### src/pkg/dcr_pkg.sv
// Register map, reset values, field layout and divider tables of the timing config bank.
package dcr_pkg;

  localparam int unsigned DIV_W = 13;

  localparam logic [7:0] ADDR_BLANK_FILTER = 8'h02;
  localparam logic [7:0] ADDR_CHAN_CLK_DIV = 8'h03;
  localparam logic [7:0] ADDR_SLOPE_LEVEL = 8'h04;
  localparam logic [7:0] ADDR_SPREAD_CFG = 8'h05;
  localparam logic [7:0] ADDR_RAMP_CLK_DIV = 8'h06;
  localparam logic [7:0] ADDR_CH1_CURRENT = 8'h07;
  localparam logic [7:0] ADDR_CH2_CURRENT = 8'h08;
  localparam logic [7:0] ADDR_PWM_CLK_DIV = 8'h09;
  localparam logic [7:0] ADDR_CH1_WIDTH_LO = 8'h0a;
  localparam logic [7:0] ADDR_CH1_WIDTH_HI = 8'h0b;
  localparam logic [7:0] ADDR_CH2_WIDTH_LO = 8'h0c;
  localparam logic [7:0] ADDR_CH2_WIDTH_HI = 8'h0d;

  localparam logic [7:0] RST_BLANK_FILTER = 8'h00;
  localparam logic [7:0] RST_CHAN_CLK_DIV = 8'h00;
  localparam logic [7:0] RST_SLOPE_LEVEL = 8'h55;
  localparam logic [7:0] RST_SPREAD_CFG = 8'h05;
  localparam logic [7:0] RST_RAMP_CLK_DIV = 8'h77;
  localparam logic [7:0] RST_CURRENT = 8'h00;
  localparam logic [7:0] RST_PWM_CLK_DIV = 8'h01;
  localparam logic [7:0] RST_WIDTH = 8'h00;

  // Writable bits of each register; all other bits are reserved.
  localparam logic [7:0] MASK_BLANK_FILTER = 8'hc9;
  localparam logic [7:0] MASK_CHAN_CLK_DIV = 8'h0f;
  localparam logic [7:0] MASK_SLOPE_LEVEL = 8'h77;
  localparam logic [7:0] MASK_SPREAD_CFG = 8'h3f;
  localparam logic [7:0] MASK_FULL = 8'hff;
  localparam logic [7:0] MASK_PWM_CLK_DIV = 8'h07;
  localparam logic [7:0] MASK_WIDTH_HI = 8'h03;

  localparam int unsigned BIT_CH2_BLANK = 7;
  localparam int unsigned BIT_CH1_BLANK = 6;
  localparam int unsigned BIT_CH2_FILTER = 3;
  localparam int unsigned BIT_CH1_FILTER = 0;
  localparam int unsigned CLKDIV_CH2_LSB = 2;
  localparam int unsigned CLKDIV_CH1_LSB = 0;
  localparam int unsigned SLOPE_CH2_LSB = 4;
  localparam int unsigned SLOPE_CH1_LSB = 0;
  localparam int unsigned SPREAD_MAG_LSB = 4;
  localparam int unsigned SPREAD_RATE_LSB = 0;
  localparam int unsigned RAMP_CH2_LSB = 4;
  localparam int unsigned RAMP_CH1_LSB = 0;
  localparam int unsigned WIDTH_HI_LSB = 0;

  localparam logic [7:0] CURRENT_OFF_MAX = 8'h08;
  localparam logic [1:0] SPREAD_MAG_OFF = 2'h0;
  localparam logic [3:0] SPREAD_RATE_OFF_MIN = 4'he;
  localparam logic [3:0] RAMP_CODE_OFF = 4'h0;

  function automatic logic [DIV_W-1:0] chan_ratio(input logic [1:0] code);
    case (code)
      2'h0: chan_ratio = 13'h0002;
      2'h1: chan_ratio = 13'h0004;
      default: chan_ratio = 13'h0008;
    endcase
  endfunction : chan_ratio

  function automatic logic [DIV_W-1:0] ramp_ratio(input logic [3:0] code);
    case (code)
      4'h1: ramp_ratio = 13'h0002;
      4'h2: ramp_ratio = 13'h0004;
      4'h3: ramp_ratio = 13'h0006;
      4'h4: ramp_ratio = 13'h0008;
      4'h5: ramp_ratio = 13'h000c;
      4'h6: ramp_ratio = 13'h0010;
      4'h7: ramp_ratio = 13'h0014;
      4'h8: ramp_ratio = 13'h001a;
      4'h9: ramp_ratio = 13'h0020;
      4'ha: ramp_ratio = 13'h0026;
      4'hb: ramp_ratio = 13'h002e;
      4'hc: ramp_ratio = 13'h0036;
      4'hd: ramp_ratio = 13'h0040;
      4'he: ramp_ratio = 13'h0050;
      4'hf: ramp_ratio = 13'h0064;
      default: ramp_ratio = 13'h0000;
    endcase
  endfunction : ramp_ratio

  function automatic logic [DIV_W-1:0] spread_ratio(input logic [3:0] code);
    case (code)
      4'h0: spread_ratio = 13'h1000;
      4'h1: spread_ratio = 13'h0e00;
      4'h2: spread_ratio = 13'h0c00;
      4'h3: spread_ratio = 13'h0a00;
      4'h4: spread_ratio = 13'h0800;
      4'h5: spread_ratio = 13'h0600;
      4'h6: spread_ratio = 13'h0400;
      4'h7: spread_ratio = 13'h0200;
      4'h8: spread_ratio = 13'h0100;
      4'h9: spread_ratio = 13'h0080;
      4'ha: spread_ratio = 13'h0040;
      4'hb: spread_ratio = 13'h0020;
      4'hc: spread_ratio = 13'h0010;
      4'hd: spread_ratio = 13'h0008;
      default: spread_ratio = 13'h0000;
    endcase
  endfunction : spread_ratio

endpackage : dcr_pkg

### src/pkg/dcr_div_if.sv
// Ratio and tick pair between the register bank and one divider.
`timescale 1ns/1ps
interface dcr_div_if;
  logic [dcr_pkg::DIV_W-1:0] ratio;
  logic tick;
  modport divider(input ratio, output tick);
  modport user(output ratio, input tick);
endinterface : dcr_div_if

### src/design/dcr_config_regs.sv
// Timing configuration register bank for the two channels and their dividers.
//
// Contract
// Blanking bit 7 (channel 2) and bit 6 (channel 1) pick short blanking at 0, long at 1.
// Filter select bits 3 (channel 2) and 0 (channel 1); other blanking bits are reserved.
// Channel clock is main clock divided by 2, 4, 8, 8 for codes 00..11, bits 3:2 and 1:0.
// A 3-bit slope code per channel sets the ramp peak in 50 mV steps from 0 to 350 mV.
// Spread magnitude 00 disables modulation, 01/10/11 give 3.75, 7.5 and 15 percent.
// Spread rate codes 0..13 divide the main clock by 4096 down to 8; 14 and 15 disable.
// Ramp code 0 disables soft-start, codes 1..15 divide its clock by 2 up to 100.
// In dual phase only the channel 1 ramp and current values drive both channels.
// A channel is held off while its current code is 8 or below.
// Current codes 9 to 255 span 85 mV to 2.4 V at the converter.
// The PWM clock is the main clock divided by the 3-bit code plus one.
// The low width register gives the eight low bits of the 10-bit width.
// Bits 1:0 of the high width register give width bits 9:8; bits 7:2 are reserved.
// Dual-phase select 0 is two independent channels, 1 is dual phase.
// Reserved bits read as zero and ignore writes.
`timescale 1ns/1ps
module dcr_config_regs (
  input wire logic mclk,
  input wire logic rst_n,
  input wire logic reg_wr,
  input wire logic reg_rd,
  input wire logic [7:0] reg_addr,
  input wire logic [7:0] reg_wdata,
  output logic [7:0] reg_rdata,
  output logic reg_rvalid,
  input wire logic dual_phase_select,
  output logic ch1_edge_blank_length,
  output logic ch2_edge_blank_length,
  output logic ch1_limit_comparator_filter,
  output logic ch2_limit_comparator_filter,
  output logic ch1_channel_clock,
  output logic ch2_channel_clock,
  output logic [2:0] ch1_slope_comp_level,
  output logic [2:0] ch2_slope_comp_level,
  output logic [1:0] spread_magnitude,
  output logic spread_active,
  output logic spread_rate_tick,
  output logic ch1_ramp_clock,
  output logic ch2_ramp_clock,
  output logic [7:0] ch1_current_dac_code,
  output logic [7:0] ch2_current_dac_code,
  output logic ch1_channel_off,
  output logic ch2_channel_off,
  output logic pwm_clock_tick,
  output logic [9:0] ch1_pwm_width,
  output logic [9:0] ch2_pwm_width
);

  typedef struct packed {
    logic [7:0] blank;
    logic [7:0] clkdiv;
    logic [7:0] slope;
    logic [7:0] spread;
    logic [7:0] ramp;
    logic [7:0] cur1;
    logic [7:0] cur2;
    logic [7:0] pwm_clock_divide;
    logic [7:0] w1lo;
    logic [7:0] w1hi;
    logic [7:0] w2lo;
    logic [7:0] w2hi;
    logic [7:0] rdata;
    logic rvalid;
    logic [1:0] leb;
    logic [1:0] filt;
    logic [2:0] slp1;
    logic [2:0] slp2;
    logic [1:0] mag;
    logic spr_on;
    logic [7:0] dac1;
    logic [7:0] dac2;
    logic [1:0] off;
    logic [9:0] pw1;
    logic [9:0] pw2;
  } dcr_state_t;

  // Outputs at reset already agree with the register reset values.
  localparam dcr_state_t ST_RESET = '{
    blank: dcr_pkg::RST_BLANK_FILTER,
    clkdiv: dcr_pkg::RST_CHAN_CLK_DIV,
    slope: dcr_pkg::RST_SLOPE_LEVEL,
    spread: dcr_pkg::RST_SPREAD_CFG,
    ramp: dcr_pkg::RST_RAMP_CLK_DIV,
    cur1: dcr_pkg::RST_CURRENT,
    cur2: dcr_pkg::RST_CURRENT,
    pwm_clock_divide: dcr_pkg::RST_PWM_CLK_DIV,
    w1lo: dcr_pkg::RST_WIDTH,
    w1hi: dcr_pkg::RST_WIDTH,
    w2lo: dcr_pkg::RST_WIDTH,
    w2hi: dcr_pkg::RST_WIDTH,
    slp1: dcr_pkg::RST_SLOPE_LEVEL[dcr_pkg::SLOPE_CH1_LSB +: 3],
    slp2: dcr_pkg::RST_SLOPE_LEVEL[dcr_pkg::SLOPE_CH2_LSB +: 3],
    mag: dcr_pkg::RST_SPREAD_CFG[dcr_pkg::SPREAD_MAG_LSB +: 2],
    off: 2'h3,
    default: '0
  };

  dcr_state_t st_ff;
  dcr_state_t nxt_st;

  dcr_div_if ch1_clk_if ();
  dcr_div_if ch2_clk_if ();
  dcr_div_if ramp1_if ();
  dcr_div_if ramp2_if ();
  dcr_div_if spread_if ();
  dcr_div_if pwm_if ();

  logic [3:0] ramp2_code;
  logic [3:0] spread_rate;

  always_comb begin
    nxt_st = st_ff;
    nxt_st.rvalid = 1'b0;
    if (reg_wr) begin
      case (reg_addr)
        dcr_pkg::ADDR_BLANK_FILTER: nxt_st.blank = reg_wdata & dcr_pkg::MASK_BLANK_FILTER;
        dcr_pkg::ADDR_CHAN_CLK_DIV: nxt_st.clkdiv = reg_wdata & dcr_pkg::MASK_CHAN_CLK_DIV;
        dcr_pkg::ADDR_SLOPE_LEVEL: nxt_st.slope = reg_wdata & dcr_pkg::MASK_SLOPE_LEVEL;
        dcr_pkg::ADDR_SPREAD_CFG: nxt_st.spread = reg_wdata & dcr_pkg::MASK_SPREAD_CFG;
        dcr_pkg::ADDR_RAMP_CLK_DIV: nxt_st.ramp = reg_wdata & dcr_pkg::MASK_FULL;
        dcr_pkg::ADDR_CH1_CURRENT: nxt_st.cur1 = reg_wdata & dcr_pkg::MASK_FULL;
        dcr_pkg::ADDR_CH2_CURRENT: nxt_st.cur2 = reg_wdata & dcr_pkg::MASK_FULL;
        dcr_pkg::ADDR_PWM_CLK_DIV: nxt_st.pwm_clock_divide = reg_wdata & dcr_pkg::MASK_PWM_CLK_DIV;
        dcr_pkg::ADDR_CH1_WIDTH_LO: nxt_st.w1lo = reg_wdata & dcr_pkg::MASK_FULL;
        dcr_pkg::ADDR_CH1_WIDTH_HI: nxt_st.w1hi = reg_wdata & dcr_pkg::MASK_WIDTH_HI;
        dcr_pkg::ADDR_CH2_WIDTH_LO: nxt_st.w2lo = reg_wdata & dcr_pkg::MASK_FULL;
        dcr_pkg::ADDR_CH2_WIDTH_HI: nxt_st.w2hi = reg_wdata & dcr_pkg::MASK_WIDTH_HI;
        default: ;
      endcase
    end
    // A read in the same cycle as a write returns the value before the write.
    if (reg_rd) begin
      nxt_st.rvalid = 1'b1;
      case (reg_addr)
        dcr_pkg::ADDR_BLANK_FILTER: nxt_st.rdata = st_ff.blank;
        dcr_pkg::ADDR_CHAN_CLK_DIV: nxt_st.rdata = st_ff.clkdiv;
        dcr_pkg::ADDR_SLOPE_LEVEL: nxt_st.rdata = st_ff.slope;
        dcr_pkg::ADDR_SPREAD_CFG: nxt_st.rdata = st_ff.spread;
        dcr_pkg::ADDR_RAMP_CLK_DIV: nxt_st.rdata = st_ff.ramp;
        dcr_pkg::ADDR_CH1_CURRENT: nxt_st.rdata = st_ff.cur1;
        dcr_pkg::ADDR_CH2_CURRENT: nxt_st.rdata = st_ff.cur2;
        dcr_pkg::ADDR_PWM_CLK_DIV: nxt_st.rdata = st_ff.pwm_clock_divide;
        dcr_pkg::ADDR_CH1_WIDTH_LO: nxt_st.rdata = st_ff.w1lo;
        dcr_pkg::ADDR_CH1_WIDTH_HI: nxt_st.rdata = st_ff.w1hi;
        dcr_pkg::ADDR_CH2_WIDTH_LO: nxt_st.rdata = st_ff.w2lo;
        dcr_pkg::ADDR_CH2_WIDTH_HI: nxt_st.rdata = st_ff.w2hi;
        default: nxt_st.rdata = '0;
      endcase
    end
    nxt_st.leb[1] = nxt_st.blank[dcr_pkg::BIT_CH2_BLANK];
    nxt_st.leb[0] = nxt_st.blank[dcr_pkg::BIT_CH1_BLANK];
    nxt_st.filt[1] = nxt_st.blank[dcr_pkg::BIT_CH2_FILTER];
    nxt_st.filt[0] = nxt_st.blank[dcr_pkg::BIT_CH1_FILTER];
    nxt_st.slp1 = nxt_st.slope[dcr_pkg::SLOPE_CH1_LSB +: 3];
    nxt_st.slp2 = nxt_st.slope[dcr_pkg::SLOPE_CH2_LSB +: 3];
    nxt_st.mag = nxt_st.spread[dcr_pkg::SPREAD_MAG_LSB +: 2];
    nxt_st.spr_on = (nxt_st.mag != dcr_pkg::SPREAD_MAG_OFF)
      && (nxt_st.spread[dcr_pkg::SPREAD_RATE_LSB +: 4] < dcr_pkg::SPREAD_RATE_OFF_MIN);
    nxt_st.dac1 = nxt_st.cur1;
    nxt_st.dac2 = dual_phase_select ? nxt_st.cur1 : nxt_st.cur2;
    nxt_st.off[0] = nxt_st.dac1 <= dcr_pkg::CURRENT_OFF_MAX;
    nxt_st.off[1] = nxt_st.dac2 <= dcr_pkg::CURRENT_OFF_MAX;
    nxt_st.pw1 = {nxt_st.w1hi[dcr_pkg::WIDTH_HI_LSB +: 2], nxt_st.w1lo};
    nxt_st.pw2 = {nxt_st.w2hi[dcr_pkg::WIDTH_HI_LSB +: 2], nxt_st.w2lo};
  end

  always_ff @(posedge mclk or negedge rst_n) begin
    if (!rst_n) begin
      st_ff <= ST_RESET;
    end else begin
      st_ff <= nxt_st;
    end
  end

  // Dividers see the stored codes, so a new code takes hold one clock after its write.
  assign ramp2_code = dual_phase_select ? st_ff.ramp[dcr_pkg::RAMP_CH1_LSB +: 4]
                                        : st_ff.ramp[dcr_pkg::RAMP_CH2_LSB +: 4];
  assign spread_rate = st_ff.spread[dcr_pkg::SPREAD_RATE_LSB +: 4];
  assign ch1_clk_if.ratio = dcr_pkg::chan_ratio(st_ff.clkdiv[dcr_pkg::CLKDIV_CH1_LSB +: 2]);
  assign ch2_clk_if.ratio = dcr_pkg::chan_ratio(st_ff.clkdiv[dcr_pkg::CLKDIV_CH2_LSB +: 2]);
  assign ramp1_if.ratio = dcr_pkg::ramp_ratio(st_ff.ramp[dcr_pkg::RAMP_CH1_LSB +: 4]);
  assign ramp2_if.ratio = dcr_pkg::ramp_ratio(ramp2_code);
  assign spread_if.ratio = (st_ff.mag == dcr_pkg::SPREAD_MAG_OFF)
    ? '0 : dcr_pkg::spread_ratio(spread_rate);
  assign pwm_if.ratio = {{(dcr_pkg::DIV_W - 3){1'b0}}, st_ff.pwm_clock_divide[2:0]} + 1'b1;

  dcr_tick_div u_ch1_clk (.mclk(mclk), .rst_n(rst_n), .dv(ch1_clk_if));
  dcr_tick_div u_ch2_clk (.mclk(mclk), .rst_n(rst_n), .dv(ch2_clk_if));
  dcr_tick_div u_ramp1 (.mclk(mclk), .rst_n(rst_n), .dv(ramp1_if));
  dcr_tick_div u_ramp2 (.mclk(mclk), .rst_n(rst_n), .dv(ramp2_if));
  dcr_tick_div u_spread (.mclk(mclk), .rst_n(rst_n), .dv(spread_if));
  dcr_tick_div u_pwm (.mclk(mclk), .rst_n(rst_n), .dv(pwm_if));

  assign reg_rdata = st_ff.rdata;
  assign reg_rvalid = st_ff.rvalid;
  assign ch1_edge_blank_length = st_ff.leb[0];
  assign ch2_edge_blank_length = st_ff.leb[1];
  assign ch1_limit_comparator_filter = st_ff.filt[0];
  assign ch2_limit_comparator_filter = st_ff.filt[1];
  assign ch1_channel_clock = ch1_clk_if.tick;
  assign ch2_channel_clock = ch2_clk_if.tick;
  assign ch1_slope_comp_level = st_ff.slp1;
  assign ch2_slope_comp_level = st_ff.slp2;
  assign spread_magnitude = st_ff.mag;
  assign spread_active = st_ff.spr_on;
  assign spread_rate_tick = spread_if.tick;
  assign ch1_ramp_clock = ramp1_if.tick;
  assign ch2_ramp_clock = ramp2_if.tick;
  assign ch1_current_dac_code = st_ff.dac1;
  assign ch2_current_dac_code = st_ff.dac2;
  assign ch1_channel_off = st_ff.off[0];
  assign ch2_channel_off = st_ff.off[1];
  assign pwm_clock_tick = pwm_if.tick;
  assign ch1_pwm_width = st_ff.pw1;
  assign ch2_pwm_width = st_ff.pw2;

  logic ch1_div2;
  logic pwm_div1;
  assign ch1_div2 = st_ff.clkdiv[dcr_pkg::CLKDIV_CH1_LSB +: 2] == 2'h0;
  assign pwm_div1 = st_ff.pwm_clock_divide[2:0] == 3'h0;
endmodule : dcr_config_regs

### src/design/dcr_tick_div.sv
// Programmable divider that pulses once every ratio clocks; ratio zero stops it.
`timescale 1ns/1ps
module dcr_tick_div (
  input wire logic mclk,
  input wire logic rst_n,
  dcr_div_if.divider dv
);

  typedef struct packed {
    logic [dcr_pkg::DIV_W-1:0] cnt;
    logic tick;
  } dcr_div_state_t;

  dcr_div_state_t st_ff;
  dcr_div_state_t nxt_st;

  // A ratio that shrinks below the running count ends the period at once.
  always_comb begin
    nxt_st = st_ff;
    nxt_st.tick = 1'b0;
    if (dv.ratio == '0) begin
      nxt_st.cnt = '0;
    end else if (st_ff.cnt >= dv.ratio - 1'b1) begin
      nxt_st.cnt = '0;
      nxt_st.tick = 1'b1;
    end else begin
      nxt_st.cnt = st_ff.cnt + 1'b1;
    end
  end

  always_ff @(posedge mclk or negedge rst_n) begin
    if (!rst_n) begin
      st_ff <= '0;
    end else begin
      st_ff <= nxt_st;
    end
  end

  assign dv.tick = st_ff.tick;

endmodule : dcr_tick_div

### config.mk
export PLATFORM = sky130hd
export DESIGN_NAME = dcr_config_regs
export DESIGN_NICKNAME = d
export VERILOG_FILES = /design/src/pkg/dcr_pkg.sv /design/src/pkg/dcr_div_if.sv /design/src/design/dcr_config_regs.sv /design/src/design/dcr_tick_div.sv
export SDC_FILE = /design/constraint.sdc
export NUM_CORES = 1
export LEC_CHECK = 0
export BUFFER_PORTS_ARGS = -buffer_cell sky130_fd_sc_hd__clkbuf_2
export CORE_ASPECT_RATIO = 1.75
export CORE_UTILIZATION = 55
export CTS_CLUSTER_SIZE = 28
export DETAILED_ROUTE_END_ITERATION = 8
export GPL_TIMING_DRIVEN = 0
export HOLD_SLACK_MARGIN = 0.15
export PLACE_DENSITY = 0.74
export REMOVE_ABC_BUFFERS = 1
export SYNTH_ARGS = -nofsm -noshare
export SYNTH_HDL_FRONTEND = slang
export SYNTH_HIERARCHICAL = 1
export SYNTH_SLANG_ARGS = --single-unit
### constraint.sdc
create_clock -name mclk -period 5.8 [get_ports mclk]
set_input_delay 0.58 -clock mclk [delete_from_list [all_inputs] [get_ports mclk]]
set_output_delay 0.58 -clock mclk [all_outputs]
set_load 0.05 [all_outputs]
==> metrics <==
Crit Path Max Fanout 21; sequential fraction of design power 42.0%; IO buf count 86; launch point of the critical path dual_phase_select; synthesized area 12100 sq um; worst path required time about 6.2 ns; unrepaired setup endpoints after global routing false; Reg-to-Reg Start st_ff[117]; Floorplan Core Area 21500 sq um; source of the worst hold timing path reg_rd; final net count ~1600; Tot Pwr roughly 3.7 mW; aggregate negative setup slack 0 ns; number of endpoints with negative hold slack in the final report 0; final period demand of the worst path approximately 4.3 ns; leading cell type in the layout, fill and taps excluded sky130_fd_sc_hd__dfrtp_1; category of the worst setup path capture point flip-flop; net switching share of the total power between 30% and 40%; CTS resizes 0; number of DRC markers after the initial detailed-route iteration 382; top_reg_cell synth sky130_fd_sc_hd__dfrtp_1; # clock sinks ~170; wire length of the first global-routing pass between 40000 and 50000 um; number of antenna violations at the first check in global routing 0; detailed-route wire length between 20000 and 30000 um; proportion of layout cells with a drive suffix above 1 ~16%; placed instance count 1708; number of maximum-capacitance violations 0; setup slack of the critical path after layout approximately 1.5 ns; DRC Markers 0; H-Tree Level Count 4; Post-CTS Hold Buffers 1; clock buffer depth 2; maximum vdd ir drop roughly 0.00021 V; average wire length per cell after detail routing about 15 um; achievable clock frequency 0.232 GHz; die outline area ~23000 sq um; Post-Syn Instances between 1000 and 1500; switching power of the nets between 1 and 1.5 mW; routed via count between 9000 and 10000; Placer Congestion 0.892; Yosys Warn Count 6; classification of the worst-slack hold path in -> reg; Syn-to-layout area delta 11.1%; via count of the first global-routing pass approximately 9500; number of fillers in the final layout around 1900; Setup violations, final 0; Comb pwr share between 20% and 30%; number of standard cells in the layout, taps in and fillers out 1741; site row count between 70 and 80; chip height 198 um; leakage power of the design approximately 6.5 nW; CTS tree done; Antenna Cells 0; Worst Setup Start Kind primary input; worst hold margin 0.373 ns; design internal power 2.36 mW; Seq/Total Area, Yosys a little over a third; post-route cell area 13400 sq um; Pwr Density approximately 280 nW/um^2; FF+latch count, synth around 170; DR pass1 iterations 5; clock-pin slew reported for the worst setup and hold paths after clock tree synthesis ~0.070 ns; pin count of the biggest net entering global routing about 110; Max transition margin 27.7%; run status completed; utilization after layout between 60% and 70%; average vias per placed instance between 5 and 6; remaining global-route overflow 0; Post-CTS Repair Setup Buffers 0; Post-Place Worst Slack ~1.0 ns; root buffer cell sky130_fd_sc_hd__clkbuf_16; die extent in x between 100 and 150 um; commonest cells after routing, fill and taps aside sky130_fd_sc_hd__dfrtp_1, sky130_fd_sc_hd__conb_1, sky130_fd_sc_hd__nor2_1; data arrival time of the critical path about 4.7 ns; area after detailed placement ~13000 sq um; transition time at the pin with the least slew margin ~1.1 ns; maximum clock skew at final layout ~0.0095 ns; remaining antenna violation count 0; Post-synth EDFFs 0; detailed placement HPWL 20700 um; starting density of the core 56.2%; combined global-route utilization of all metal layers approximately a quarter; average size of a mapped cell roughly 9.4 sq um; TritonCTS Buffers 17; Final period util about 74%; max-slew violation count 0; Clock Power Share between 30% and 40%; I/O pin total 87; setup slack on the worst flop-to-flop path 1.54 ns; category of the critical setup timing path in -> reg; distinct cell type count of the synthesized netlist 67; clock insertion delay at the later pin of the skew report 0.45 ns; proportion of register bits with asynchronous set or reset after synthesis between 90% and 100%
## logic make-up (layout without fill, tap and decap cells)
group | count (synthesis) | in the layout | share of synthesized area, %
AND/OR/NAND/NOR | 527 | 527 | 22.8
flip-flops | 171 | 171 | 35.6
buffers and inverters | 143 | 168 | 6.63
XOR/XNOR | 133 | 133 | 9.65
AO/OA/AOI/OAI | 123 | 123 | 7.01
adder cells (fa/ha/maj) | 98 | 98 | 10.2
multiplexers | 87 | 87 | 8.08
other | 1 | 142 | 0.0311
## layout make-up
| cell class | count | area [sq um] | area share, % |
|---|---|---|---|
| Timing Repair Buffer | 88 | 477 | 3.55 |
| Multi-Input combinational cell | 1110 | 7500 | 55.9 |
| Tap cell | 292 | 365 | 2.72 |
| Clock buffer | 17 | 425 | 3.17 |
| Sequential cell | 171 | 4300 | 32.0 |
| Clock inverter | 15 | 169 | 1.26 |
| Inverter | 48 | 180 | 1.34 |
## synthesized netlist by cell type (22+ instances only)
cell | count | area, sq um
sky130_fd_sc_hd__dfrtp_1 | 156 | 3900
sky130_fd_sc_hd__nor2_1 | 141 | 529
sky130_fd_sc_hd__nand2_1 | 132 | 495
sky130_fd_sc_hd__ha_1 | 98 | 1230
sky130_fd_sc_hd__xnor2_1 | 89 | 780
sky130_fd_sc_hd__mux2_2 | 65 | 732
sky130_fd_sc_hd__buf_4 | 52 | 390
sky130_fd_sc_hd__inv_1 | 48 | 180
sky130_fd_sc_hd__nand3_1 | 46 | 230
sky130_fd_sc_hd__xor2_1 | 44 | 385
sky130_fd_sc_hd__nor3_1 | 35 | 175
sky130_fd_sc_hd__a21oi_1 | 31 | 155
sky130_fd_sc_hd__nand4_1 | 29 | 181
sky130_fd_sc_hd__nor4_1 | 26 | 163
sky130_fd_sc_hd__clkbuf_1 | 25 | 93.8
sky130_fd_sc_hd__nor3b_1 | 22 | 165
## worst max-delay path, cell delays in order
cell                       delay [ns]
sky130_fd_sc_hd__clkbuf_2        0.40
sky130_fd_sc_hd__mux2i_1         0.46
sky130_fd_sc_hd__ha_1            0.24
sky130_fd_sc_hd__nand2_1         0.07
sky130_fd_sc_hd__and3_1          0.22
sky130_fd_sc_hd__or4_4           0.57
sky130_fd_sc_hd__nor4_4          0.22
sky130_fd_sc_hd__nand2b_2        0.11
sky130_fd_sc_hd__nor4_2          0.17
sky130_fd_sc_hd__xnor2_1         0.09
sky130_fd_sc_hd__ha_1            0.29
sky130_fd_sc_hd__nand4_1         0.16
sky130_fd_sc_hd__nor4_1          0.34
sky130_fd_sc_hd__nor3_1          0.10
sky130_fd_sc_hd__o211ai_1        0.45
sky130_fd_sc_hd__and2_1          0.23
## power by group through the flow
stage          Sequential, mW  Clock (mW)  Combinational, mW
4_1_cts                  1.56        1.16               1.04
5_1_grt                  1.59        1.20               1.20
6_report                 1.57        1.13               1.04
2_1_floorplan            1.62           0              0.716
3_3_place_gp             1.58           0              0.992
3_5_place_dp             1.59           0               1.03
## flip-flops by register name, indices dropped and copies added (netlist names), 2 cells and up
name,cells
u_ch1_clk/st_ff,13
ch1_current_dac_code,8
ch1_slope_comp_level,2
u_pwm/st_ff,13
u_ramp2/st_ff,13
u_spread/st_ff,13
st_ff,30
spread_rate,4
u_ramp1/st_ff,13
ch1_pwm_width,9
reg_rdata,8
ch2_current_dac_code,8
ch2_pwm_width,9
u_ch2_clk/st_ff,13
ch2_slope_comp_level,2
## metal layers
layer	vias to the layer above	wire [um]	track usage [%]
met3	71	1070	5.45
met2	199	14700	46.9
met1	4526	10100	26.1
met5	-	0	0
li1	4636	-	-
met4	0	1120	14.0
## path summary, 6_finish.rpt
| check | to | cells past startpoint |
|---|---|---|
| worst min-delay path | reg_rvalid | 1 |
| worst min register to register | u_ch2_clk/st_ff[1] | 1 |
| worst max-delay path | u_ramp2/dv.tick | 16 |
| min in group asynchronous | u_ch2_clk/st_ff[9] | 2 |
| worst max register to register | u_ramp2/dv.tick | 15 |
| max in group asynchronous | u_ramp2/st_ff[7] | 3 |
Power figures use the tool's default switching activity.
